$ cat src/cpuasx_params.svh
// Constants for the subtract, swap and exclusive-OR datapath
`ifndef CPUASX_PARAMS_SVH
`define CPUASX_PARAMS_SVH

// ----------------------------------------
// Register byte offsets on the AXI4-Lite bus
// ----------------------------------------
`define CPUASX_OFS_ACC      8'h00
`define CPUASX_OFS_STATUS   8'h04
`define CPUASX_OFS_DIR_A    8'h08
`define CPUASX_OFS_DIR_B    8'h0c
`define CPUASX_OFS_DIR_C    8'h10
`define CPUASX_OFS_RESULT   8'h14

// ----------------------------------------
// Status field positions
// ----------------------------------------
`define CPUASX_ST_CARRY     0
`define CPUASX_ST_DCARRY    1
`define CPUASX_ST_ZERO      2

// ----------------------------------------
// Reset values
// ----------------------------------------
`define CPUASX_RST_ACC      8'h00
`define CPUASX_RST_STATUS   3'h0
`define CPUASX_RST_DIR      8'hff

// ----------------------------------------
// Direction-load operand selections
// ----------------------------------------
`define CPUASX_SEL_PORT_A   7'h05
`define CPUASX_SEL_PORT_B   7'h06
`define CPUASX_SEL_PORT_C   7'h07

// ----------------------------------------
// AXI responses
// ----------------------------------------
`define CPUASX_RESP_OKAY    2'h0
`define CPUASX_RESP_SLVERR  2'h2

`endif

$ cat src/cpuasx_pkg.sv
// Types shared by the datapath files
package cpuasx_pkg;

    // Instruction codes delivered by the decoder
    typedef enum logic [2:0]
    {
        CPUASX_OP_NONE                     = 3'h0,
        CPUASX_OP_SUB_ACC_FROM_FILE        = 3'h1,
        CPUASX_OP_SUB_ACC_FROM_FILE_BORROW = 3'h2,
        CPUASX_OP_NIBBLE_EXCHANGE          = 3'h3,
        CPUASX_OP_XOR_IMMEDIATE            = 3'h4,
        CPUASX_OP_XOR_FILE_OPERAND         = 3'h5,
        CPUASX_OP_DIRECTION_LOAD           = 3'h6
    } cpuasx_op_e;

    typedef logic [7:0] cpuasx_byte_t;

endpackage : cpuasx_pkg

$ cat src/cpuasx_core.sv
// Execution datapath for subtract, swap, exclusive-OR and direction-load
// Notes on behaviour
// RULE1 - Subtract: file minus accumulator, two's complement
// RULE2 - Destination bit 0 to accumulator, 1 to file
// RULE3 - Subtracts set carry, digit carry and zero
// RULE4 - Borrow subtract also removes inverted carry
// RULE5 - Swap exchanges nibbles, flags untouched
// RULE6 - Immediate XOR writes accumulator, zero flag only
// RULE7 - Direction load: operand 5,6,7 picks port
// RULE8 - File XOR routed by destination, zero only
// RULE9 - Zero flag tracks eight-bit result; 7-bit address
`timescale 1ns/1ps
`include "cpuasx_params.svh"
module cpuasx_core
(
    input  wire logic                i_clk,            // Core clock
    input  wire logic                i_arst_n,         // Asynchronous reset
    // Decoder side
    input  wire logic                i_op_valid,       // Instruction present
    input  wire cpuasx_pkg::cpuasx_op_e i_opcode,      // Instruction code
    input  wire logic [6:0]          i_file_addr,      // File address or port select
    input  wire logic [7:0]          i_literal,        // Immediate operand
    input  wire logic                i_dest,           // Destination bit
    input  wire logic [7:0]          i_file_data,      // Addressed file value
    // Register file write-back
    output logic                     o_file_we,        // File write strobe
    output logic [6:0]               o_file_addr,      // File write address
    output logic [7:0]               o_file_wdata,     // File write data
    // Port direction registers
    output logic [7:0]               o_port_a_direction,
    output logic [7:0]               o_port_b_direction,
    output logic [7:0]               o_port_c_direction,
    // AXI4-Lite slave
    input  wire logic [7:0]          i_s_axi_awaddr,
    input  wire logic                i_s_axi_awvalid,
    output logic                     o_s_axi_awready,
    input  wire logic [31:0]         i_s_axi_wdata,
    input  wire logic [3:0]          i_s_axi_wstrb,
    input  wire logic                i_s_axi_wvalid,
    output logic                     o_s_axi_wready,
    output logic [1:0]               o_s_axi_bresp,
    output logic                     o_s_axi_bvalid,
    input  wire logic                i_s_axi_bready,
    input  wire logic [7:0]          i_s_axi_araddr,
    input  wire logic                i_s_axi_arvalid,
    output logic                     o_s_axi_arready,
    output logic [31:0]              o_s_axi_rdata,
    output logic [1:0]               o_s_axi_rresp,
    output logic                     o_s_axi_rvalid,
    input  wire logic                i_s_axi_rready
);
    import cpuasx_pkg::*;
    // ----------------------------------------
    // Helper functions
    // ----------------------------------------
    // Zero test of an eight-bit result
    function automatic logic is_zero(input logic [7:0] value);
        is_zero = (value == 8'h00); // RULE9
    endfunction : is_zero
    // Register select: true when an address names a given offset
    function automatic logic hit(input logic [7:0] addr, input logic [7:0] ofs);
        hit = ({addr[7:2], 2'b00} == ofs);
    endfunction : hit
    // True when an address falls on any mapped register
    function automatic logic mapped(input logic [7:0] addr);
        mapped = ({addr[7:2], 2'b00} <= `CPUASX_OFS_RESULT);
    endfunction : mapped
    // ----------------------------------------
    // State
    // ----------------------------------------
    cpuasx_byte_t acc;          // Working accumulator
    logic [2:0]   status;       // Zero, digit carry, carry
    cpuasx_byte_t last_result;  // Last datapath result
    logic [7:0]   aw_addr;      // Held write address
    logic         aw_held;      // Write address taken
    logic [7:0]   w_data;       // Held write byte
    logic         w_lane0;      // Low byte lane enabled
    logic         w_held;       // Write data taken
    // ----------------------------------------
    // Subtractor
    // ----------------------------------------
    logic         sub_carry_in; // Carry in, 1 for plain subtract
    logic [7:0]   sub_diff;
    logic         sub_carry;
    logic         sub_dcarry;
    assign sub_carry_in = (i_opcode == CPUASX_OP_SUB_ACC_FROM_FILE_BORROW)
                        ? status[`CPUASX_ST_CARRY] : 1'b1; // RULE4
    cpuasx_sub u_sub
    (
        .i_minuend    (i_file_data),
        .i_subtrahend (acc),
        .i_carry_in   (sub_carry_in),
        .o_diff       (sub_diff),
        .o_carry      (sub_carry),
        .o_dcarry     (sub_dcarry)
    );
    // ----------------------------------------
    // Instruction decode
    // ----------------------------------------
    wire op_sub   = i_op_valid && ((i_opcode == CPUASX_OP_SUB_ACC_FROM_FILE)
                  || (i_opcode == CPUASX_OP_SUB_ACC_FROM_FILE_BORROW));
    wire op_swap  = i_op_valid && (i_opcode == CPUASX_OP_NIBBLE_EXCHANGE);
    wire op_xori  = i_op_valid && (i_opcode == CPUASX_OP_XOR_IMMEDIATE);
    wire op_xorf  = i_op_valid && (i_opcode == CPUASX_OP_XOR_FILE_OPERAND);
    wire op_dir   = i_op_valid && (i_opcode == CPUASX_OP_DIRECTION_LOAD);
    wire op_route = op_sub || op_swap || op_xorf; // Destination-bit users
    // Result selection
    wire [7:0] swap_val = {i_file_data[3:0], i_file_data[7:4]}; // RULE5
    wire [7:0] xori_val = acc ^ i_literal;                        // RULE6
    wire [7:0] xorf_val = acc ^ i_file_data;                      // RULE8
    wire [7:0] result   = op_sub  ? sub_diff                      // RULE1
                        : op_swap ? swap_val
                        : op_xori ? xori_val
                        : xorf_val;
    // Destination steering
    wire acc_from_op  = op_xori || (op_route && !i_dest);         // RULE2
    wire file_from_op = op_route && i_dest;                       // RULE2
    // Flag update
    logic [2:0] next_flags;    // Status after the instruction
    wire        flags_from_op = op_sub || op_xori || op_xorf;
    always_comb
    begin
        next_flags = status;
        if (op_sub)
        begin
            next_flags[`CPUASX_ST_CARRY]  = sub_carry;            // RULE3
            next_flags[`CPUASX_ST_DCARRY] = sub_dcarry;           // RULE3
        end
        next_flags[`CPUASX_ST_ZERO] = is_zero(result);            // RULE9
    end
    // Direction-load port select
    wire dir_a = op_dir && (i_file_addr == `CPUASX_SEL_PORT_A);   // RULE7
    wire dir_b = op_dir && (i_file_addr == `CPUASX_SEL_PORT_B);   // RULE7
    wire dir_c = op_dir && (i_file_addr == `CPUASX_SEL_PORT_C);   // RULE7
    // ----------------------------------------
    // AXI write decode
    // ----------------------------------------
    assign o_s_axi_awready = !aw_held && !o_s_axi_bvalid;
    assign o_s_axi_wready  = !w_held && !o_s_axi_bvalid;
    wire   wr_go     = aw_held && w_held && !o_s_axi_bvalid;
    wire   wr_en     = wr_go && w_lane0;
    wire   wr_acc    = wr_en && hit(aw_addr, `CPUASX_OFS_ACC);
    wire   wr_status = wr_en && hit(aw_addr, `CPUASX_OFS_STATUS);
    wire   wr_dir_a  = wr_en && hit(aw_addr, `CPUASX_OFS_DIR_A);
    wire   wr_dir_b  = wr_en && hit(aw_addr, `CPUASX_OFS_DIR_B);
    wire   wr_dir_c  = wr_en && hit(aw_addr, `CPUASX_OFS_DIR_C);
    wire   wr_mapped = mapped(aw_addr);
    // ----------------------------------------
    // AXI read decode
    // ----------------------------------------
    assign o_s_axi_arready = !o_s_axi_rvalid;
    wire        rd_go = i_s_axi_arvalid && o_s_axi_arready;
    logic [7:0] rd_byte;   // Selected register
    wire        rd_ok = mapped(i_s_axi_araddr); // Address is mapped
    always_comb
    begin
        rd_byte = 8'h00;
        if (hit(i_s_axi_araddr, `CPUASX_OFS_ACC))
            rd_byte = acc;
        else if (hit(i_s_axi_araddr, `CPUASX_OFS_STATUS))
            rd_byte = {5'h00, status};
        else if (hit(i_s_axi_araddr, `CPUASX_OFS_DIR_A))
            rd_byte = o_port_a_direction;
        else if (hit(i_s_axi_araddr, `CPUASX_OFS_DIR_B))
            rd_byte = o_port_b_direction;
        else if (hit(i_s_axi_araddr, `CPUASX_OFS_DIR_C))
            rd_byte = o_port_c_direction;
        else if (hit(i_s_axi_araddr, `CPUASX_OFS_RESULT))
            rd_byte = last_result;
    end
    // ----------------------------------------
    // Accumulator and status; instruction wins over bus write
    // ----------------------------------------
    always_ff @(posedge i_clk or negedge i_arst_n)
    begin
        if (!i_arst_n)
        begin
            acc    <= `CPUASX_RST_ACC;
            status <= `CPUASX_RST_STATUS;
        end
        else
        begin
            if (acc_from_op)
                acc <= result;                                     // RULE2
            else if (wr_acc)
                acc <= w_data;
            if (flags_from_op)
                status <= next_flags;                              // RULE3
            else if (wr_status)
                status <= w_data[2:0];
        end
    end
    // ----------------------------------------
    // Direction registers; instruction wins over bus write
    // ----------------------------------------
    always_ff @(posedge i_clk or negedge i_arst_n)
    begin
        if (!i_arst_n)
        begin
            o_port_a_direction <= `CPUASX_RST_DIR;
            o_port_b_direction <= `CPUASX_RST_DIR;
            o_port_c_direction <= `CPUASX_RST_DIR;
        end
        else
        begin
            if (dir_a || wr_dir_a)
                o_port_a_direction <= dir_a ? acc : w_data;        // RULE7
            if (dir_b || wr_dir_b)
                o_port_b_direction <= dir_b ? acc : w_data;        // RULE7
            if (dir_c || wr_dir_c)
                o_port_c_direction <= dir_c ? acc : w_data;        // RULE7
        end
    end
    // ----------------------------------------
    // File write-back, one cycle after the instruction
    // ----------------------------------------
    always_ff @(posedge i_clk or negedge i_arst_n)
    begin
        if (!i_arst_n)
        begin
            o_file_we    <= 1'b0;
            o_file_addr  <= 7'h00;
            o_file_wdata <= 8'h00;
            last_result  <= 8'h00;
        end
        else
        begin
            o_file_we <= file_from_op;                             // RULE2
            if (file_from_op)
            begin
                o_file_addr  <= i_file_addr;                       // RULE9
                o_file_wdata <= result;
            end
            if (acc_from_op || file_from_op)
                last_result <= result;
        end
    end
    // ----------------------------------------
    // AXI write channel
    // ----------------------------------------
    always_ff @(posedge i_clk or negedge i_arst_n)
    begin
        if (!i_arst_n)
        begin
            aw_held        <= 1'b0;
            aw_addr        <= 8'h00;
            w_held         <= 1'b0;
            w_data         <= 8'h00;
            w_lane0        <= 1'b0;
            o_s_axi_bvalid <= 1'b0;
            o_s_axi_bresp  <= `CPUASX_RESP_OKAY;
        end
        else
        begin
            if (i_s_axi_awvalid && o_s_axi_awready)
            begin
                aw_held <= 1'b1;
                aw_addr <= i_s_axi_awaddr;
            end
            if (i_s_axi_wvalid && o_s_axi_wready)
            begin
                w_held  <= 1'b1;
                w_data  <= i_s_axi_wdata[7:0];
                w_lane0 <= i_s_axi_wstrb[0];
            end
            if (wr_go)
            begin
                aw_held        <= 1'b0;
                w_held         <= 1'b0;
                o_s_axi_bvalid <= 1'b1;
                o_s_axi_bresp  <= wr_mapped ? `CPUASX_RESP_OKAY : `CPUASX_RESP_SLVERR;
            end
            else if (o_s_axi_bvalid && i_s_axi_bready)
                o_s_axi_bvalid <= 1'b0;
        end
    end
    // ----------------------------------------
    // AXI read channel
    // ----------------------------------------
    always_ff @(posedge i_clk or negedge i_arst_n)
    begin
        if (!i_arst_n)
        begin
            o_s_axi_rvalid <= 1'b0;
            o_s_axi_rdata  <= 32'h0000_0000;
            o_s_axi_rresp  <= `CPUASX_RESP_OKAY;
        end
        else if (rd_go)
        begin
            o_s_axi_rvalid <= 1'b1;
            o_s_axi_rdata  <= {24'h00_0000, rd_byte};
            o_s_axi_rresp  <= rd_ok ? `CPUASX_RESP_OKAY : `CPUASX_RESP_SLVERR;
        end
        else if (o_s_axi_rvalid && i_s_axi_rready)
            o_s_axi_rvalid <= 1'b0;
    end
endmodule : cpuasx_core

$ cat src/cpuasx_sub.sv
// Eight-bit subtractor with carry and digit carry out
`timescale 1ns/1ps
module cpuasx_sub
(
    input  wire logic [7:0] i_minuend,     // File operand
    input  wire logic [7:0] i_subtrahend,  // Accumulator
    input  wire logic       i_carry_in,    // Carry flag on borrow subtract, else 1; active-low borrow
    output logic      [7:0] o_diff,        // Difference
    output logic            o_carry,       // 1 when no borrow out of bit 7
    output logic            o_dcarry       // 1 when no borrow out of bit 3
);
    // ----------------------------------------
    // Two's complement add of the inverted subtrahend
    // ----------------------------------------
    logic [4:0] low_sum;   // Low nibble sum with carry
    logic [4:0] high_sum;  // High nibble sum with carry

    assign low_sum  = {1'b0, i_minuend[3:0]} + {1'b0, ~i_subtrahend[3:0]}
                    + {4'h0, i_carry_in};
    assign high_sum = {1'b0, i_minuend[7:4]} + {1'b0, ~i_subtrahend[7:4]}
                    + {4'h0, low_sum[4]};
    assign o_diff   = {high_sum[3:0], low_sum[3:0]};
    assign o_carry  = high_sum[4];
    assign o_dcarry = low_sum[4];
endmodule : cpuasx_sub

$ cat config.mk
export PLATFORM = sky130hd
export DESIGN_NAME = cpuasx_core
export DESIGN_NICKNAME = d
export VERILOG_FILES = /design/src/cpuasx_pkg.sv /design/src/cpuasx_core.sv /design/src/cpuasx_sub.sv
export VERILOG_INCLUDE_DIRS = /design/src
export SDC_FILE = /design/constraint.sdc
export NUM_CORES = 1
export LEC_CHECK = 0
export BUFFER_PORTS_ARGS = -buffer_cell sky130_fd_sc_hd__buf_4
export CORE_MARGIN = 5
export CORE_UTILIZATION = 51
export DETAILED_ROUTE_END_ITERATION = 12
export MAX_ROUTING_LAYER = met4
export PLACE_DENSITY = 0.81
export SYNTH_ARGS = -nofsm -noshare
export SYNTH_HDL_FRONTEND = slang
export SYNTH_HIERARCHICAL = 1
export SYNTH_SLANG_ARGS = --single-unit
$ cat constraint.sdc
create_clock -name i_clk -period 3.8 [get_ports i_clk]
set_clock_uncertainty 0.1 [all_clocks]
set_input_delay 0 -clock i_clk [delete_from_list [all_inputs] [get_ports i_clk]]
set_output_delay 0 -clock i_clk [all_outputs]
set_load 0.02 [all_outputs]
==> impl_metrics.xml <==
<?xml version="1.0" encoding="UTF-8"?>
<metrics>
  <group name="finish">
    <metric name="layout_commonest_cell" unit="">buf_4</metric>
    <metric name="area.sequential" unit="µm²">2232</metric>
    <metric name="finish.net_count" unit="">760</metric>
    <metric name="most-common-layout-cells" unit="">buf_4 (116), nand2_1 (74), dfrtp_1 (64), mux2i_1 (51), o21ai_0 (44)</metric>
    <metric name="layout-area-overhead-vs-synth" unit="%">26.67</metric>
    <metric name="n_antenna_cell" unit="">0</metric>
    <metric name="multi_input_combinational_cell_area" unit="µm²">2643</metric>
    <metric name="number_of_inserted_filler_cells_in_the_final_layout" unit="">748</metric>
    <metric name="post_route_cells_drive_above_1_share" unit="%">29.34</metric>
    <metric name="post-route-cell-area" unit="µm²">6495</metric>
  </group>
  <group name="run_status">
    <metric name="result_of_the_run" unit="">finished clean</metric>
  </group>
  <group name="sta">
    <metric name="timing.max_slew.rel_slack" unit="%">26.85</metric>
    <metric name="setup_viol" unit="">0</metric>
    <metric name="timing.fmax" unit="MHz">279.0</metric>
    <metric name="rsz0062_at_grt" unit="">true</metric>
    <metric name="timing_worst_slew_pin_value" unit="ns">1.082</metric>
    <metric name="final_worst_path_period_need" unit="ns">3.584</metric>
    <metric name="final_min_period_over_clock_period" unit="%">94.33</metric>
    <metric name="timing.final.hold_violations" unit="">0</metric>
    <metric name="report.final.slew_viol_count" unit="">0</metric>
  </group>
  <group name="global_routing">
    <metric name="first_global_vias" unit="">4296</metric>
    <metric name="grt_start_max_net_pins" unit="">57</metric>
    <metric name="remaining_overflow_grt" unit="">0</metric>
    <metric name="initial_antenna_violation_count" unit="">0</metric>
    <metric name="track_usage" unit="%">23.89</metric>
    <metric name="global_route_wire_length_before_repair" unit="mm">22.02</metric>
  </group>
  <group name="floorplan">
    <metric name="placeableCoreArea" unit="µm²">9774</metric>
    <metric name="floorplan.initialDensity" unit="%">52.46</metric>
    <metric name="die_h" unit="µm">110.3</metric>
    <metric name="placementRows" unit="">36</metric>
    <metric name="die_area" unit="µm²">12160</metric>
    <metric name="io_pins" unit="">168</metric>
    <metric name="floorplan.die.width" unit="µm">110.3</metric>
  </group>
  <group name="logic_synthesis">
    <metric name="synthDominantAreaCellType" unit="">dfrtp_1</metric>
    <metric name="synth.area.top_cells" unit="">dfrtp_1 (31%), dfstp_2 (12%), mux2i_1 (10%)</metric>
    <metric name="synth_edf_count" unit="">0</metric>
    <metric name="yosys_register_bits" unit="">88</metric>
    <metric name="netlist_area" unit="µm²">5127</metric>
    <metric name="async_reset_ff_share" unit="%">100.0</metric>
    <metric name="netlist-cell-type-count" unit="">52</metric>
    <metric name="syn-instance-count" unit="">529</metric>
    <metric name="synth-main-ff-cell" unit="">dfrtp_1</metric>
    <metric name="yosysSeqAreaShare" unit="%">43.53</metric>
    <metric name="synth-warning-count" unit="">6</metric>
    <metric name="syn_avg_cell_area" unit="µm²">9.693</metric>
    <metric name="yosys.area.top_type_share" unit="%">31.23</metric>
  </group>
  <group name="power_and_ir_drop">
    <metric name="power" unit="µW">4183</metric>
    <metric name="power.density_cell_area" unit="nW/µm²">644.1</metric>
    <metric name="leakage" unit="µW">0.002978</metric>
    <metric name="worst_ir_drop_vdd" unit="V">0.0003004</metric>
  </group>
  <group name="place">
    <metric name="placedInstanceArea" unit="µm²">5952</metric>
    <metric name="gp_routability_congestion" unit="">0.8609</metric>
    <metric name="hpwlAfterDp" unit="mm">9.959</metric>
    <metric name="numPortBuffers" unit="">110</metric>
  </group>
  <group name="clock_network">
    <metric name="clockBufferDepth" unit="">2</metric>
    <metric name="worst_skew_pair.late_latency" unit="ns">0.36</metric>
    <metric name="clock_sink_count" unit="">88</metric>
    <metric name="htreeDepth" unit="">3</metric>
    <metric name="ctsRootBufferMaster" unit="">clkbuf_8</metric>
    <metric name="tritoncts" unit="">done</metric>
    <metric name="cts-buffers-inserted" unit="">9</metric>
    <metric name="clkTransAtPathRegs" unit="ns">0.09</metric>
  </group>
  <group name="critical_path">
    <metric name="critPathCaptureType" unit="">register</metric>
    <metric name="required" unit="ns">3.97</metric>
    <metric name="kind_of_start_point_of_the_critical_path" unit="">register</metric>
    <metric name="worstPathMaxFanout" unit="">3</metric>
    <metric name="worstSetupPathType" unit="">register to register</metric>
    <metric name="worst_ep_arrival_time" unit="ns">3.75</metric>
    <metric name="cell_count_of_the_worst_reg_to_reg_path" unit="">17</metric>
  </group>
  <group name="detailed_routing">
    <metric name="drt_antenna_net_count" unit="">0</metric>
    <metric name="avgViaCountPerCell" unit="">5.424</metric>
    <metric name="detail_route.iter0.violations" unit="">248</metric>
    <metric name="route.vias.total" unit="">4345</metric>
    <metric name="drt_pass1_iterations" unit="">4</metric>
    <metric name="wl_per_cell" unit="µm">17.06</metric>
    <metric name="postRouteWirelength" unit="mm">13.67</metric>
    <metric name="drt_drc_violations_left" unit="">0</metric>
  </group>
  <group name="min_path">
    <metric name="hold_depth" unit="">5</metric>
    <metric name="holdCritPathClass" unit="">input pin to register</metric>
  </group>
  <group name="job">
    <metric name="maxCapViolCount" unit="">0</metric>
  </group>
</metrics>
-- worst max-delay path: stages (launching register included) --
cell,delay (ns)
dfrtp_1,0.40
or3_1,0.36
fa_1,0.39
inv_1,0.09
fa_2,0.21
nor2b_1,0.06
o21ai_2,0.13
nor2b_4,0.16
fa_2,0.20
inv_1,0.05
fa_1,0.39
xor2_1,0.20
mux2i_1,0.10
nand2_1,0.07
o21ai_0,0.07
a22o_1,0.22
buf_4,0.15
o21ai_0,0.15
-- routing by layer --
| layer | wire length (µm) | up-vias | GRT usage (%) |
|---|---|---|---|
| met5 | 0 | - | - |
| met4 | 347 | 0 | 8.267 |
| met3 | 838 | 33 | 1.864 |
| met2 | 6443 | 178 | 38.69 |
| met1 | 6038 | 2080 | 31.96 |
| li1 | - | 2054 | - |
-- area by class of cell --
type / instances / share of cell area (%)
inverter: 16 / 0.9247
clock buffer: 11 / 2.023
multi-input combinational: 401 / 40.69
clock inverter: 5 / 1.252
tap: 133 / 2.562
timing repair buffer: 147 / 18.19
sequential: 88 / 34.37
-- final timing paths --
check                                       from                     to  slack, ns
worst max-delay path                   status[0]                 acc[6]       0.22
worst min-delay path                 i_opcode[2]              status[2]       0.02
worst max register to register         status[0]                 acc[6]       0.22
worst min register to register  o_s_axi_rdata[3]       o_s_axi_rdata[3]       0.38
max in group asynchronous               i_arst_n  o_port_b_direction[5]       2.56
min in group asynchronous               i_arst_n         o_file_addr[6]       0.12
-- sequential cells by signal, summed over array words and instances, names as in the netlist --
register,count
o_s_axi_bvalid,1
status,3
w_lane0,1
aw_held,1
o_s_axi_rvalid,1
o_s_axi_rresp,1
o_file_we,1
o_file_wdata,8
w_held,1
o_port_a_direction,8
o_s_axi_rdata,8
aw_addr,6
o_file_addr,7
o_s_axi_bresp,1
o_port_b_direction,8
acc,8
w_data,8
o_port_c_direction,8
last_result,8
-- kinds of logic after synthesis --
family / count (synthesis) / share of synthesized area [%]
and+or+nand+nor: 151 / 13.64
AOI/OAI and AO/OA: 123 / 14.50
DFF: 88 / 43.53
muxes: 78 / 15.89
buffers and inverters: 65 / 7.125
xor gates and xnor gates: 13 / 2.221
adders and majority gates: 10 / 3.026
other: 1 / 0.07314
-- Yosys cell counts (all sizes together), types with 3 or more instances --
cell type / instances
nand2: 74
dfrtp: 64
mux2i: 51
o21ai: 48
nor2: 41
a21oi: 37
buf: 34
mux2: 27
dfstp: 24
clkbuf: 15
inv: 15
xor2: 10
nand2b: 9
a22o: 8
o21bai: 8
ha: 6
o22ai: 6
a22oi: 5
nor3: 5
a21o: 4
fa: 4
a32oi: 3
nand3: 3
nand4: 3
nor2b: 3
xnor2: 3
-- report_power, final --
part           internal [µW]  switching (µW)  total [µW]  leakage (µW)
sequential              1360             405        1760       0.00104
clock                    371             334         706      0.000104
combinational            806             909        1710       0.00184
total                   2530            1650        4180       0.00298
-- what timing repair did --
action / in CTS / in global routing
endpoints found under the hold margin: 74 / 0
setup endpoints to repair: 0 / 1
buffers inserted: 0 / 1
hold buffers: 31 / 0
gates resized for setup: 0 / 5
-- metrics by stage --
stage                     worst slack (ns)  util [%]  hold slack [ns]  setup TNS, ns  cells
final                               0.2156     66.45          0.01670              0    801
after global routing              -0.01959     66.45          0.04439       -0.01959    801
after CTS                           0.1100     66.24         0.007071              0    800
after detailed placement            0.1544     60.89         -0.01941              0    753
after global placement              0.2633     60.89         -0.03046              0    753
after floorplan                     0.4168         -          -0.3956              0    554
Note: power is estimated with default switching activity, not from simulation.
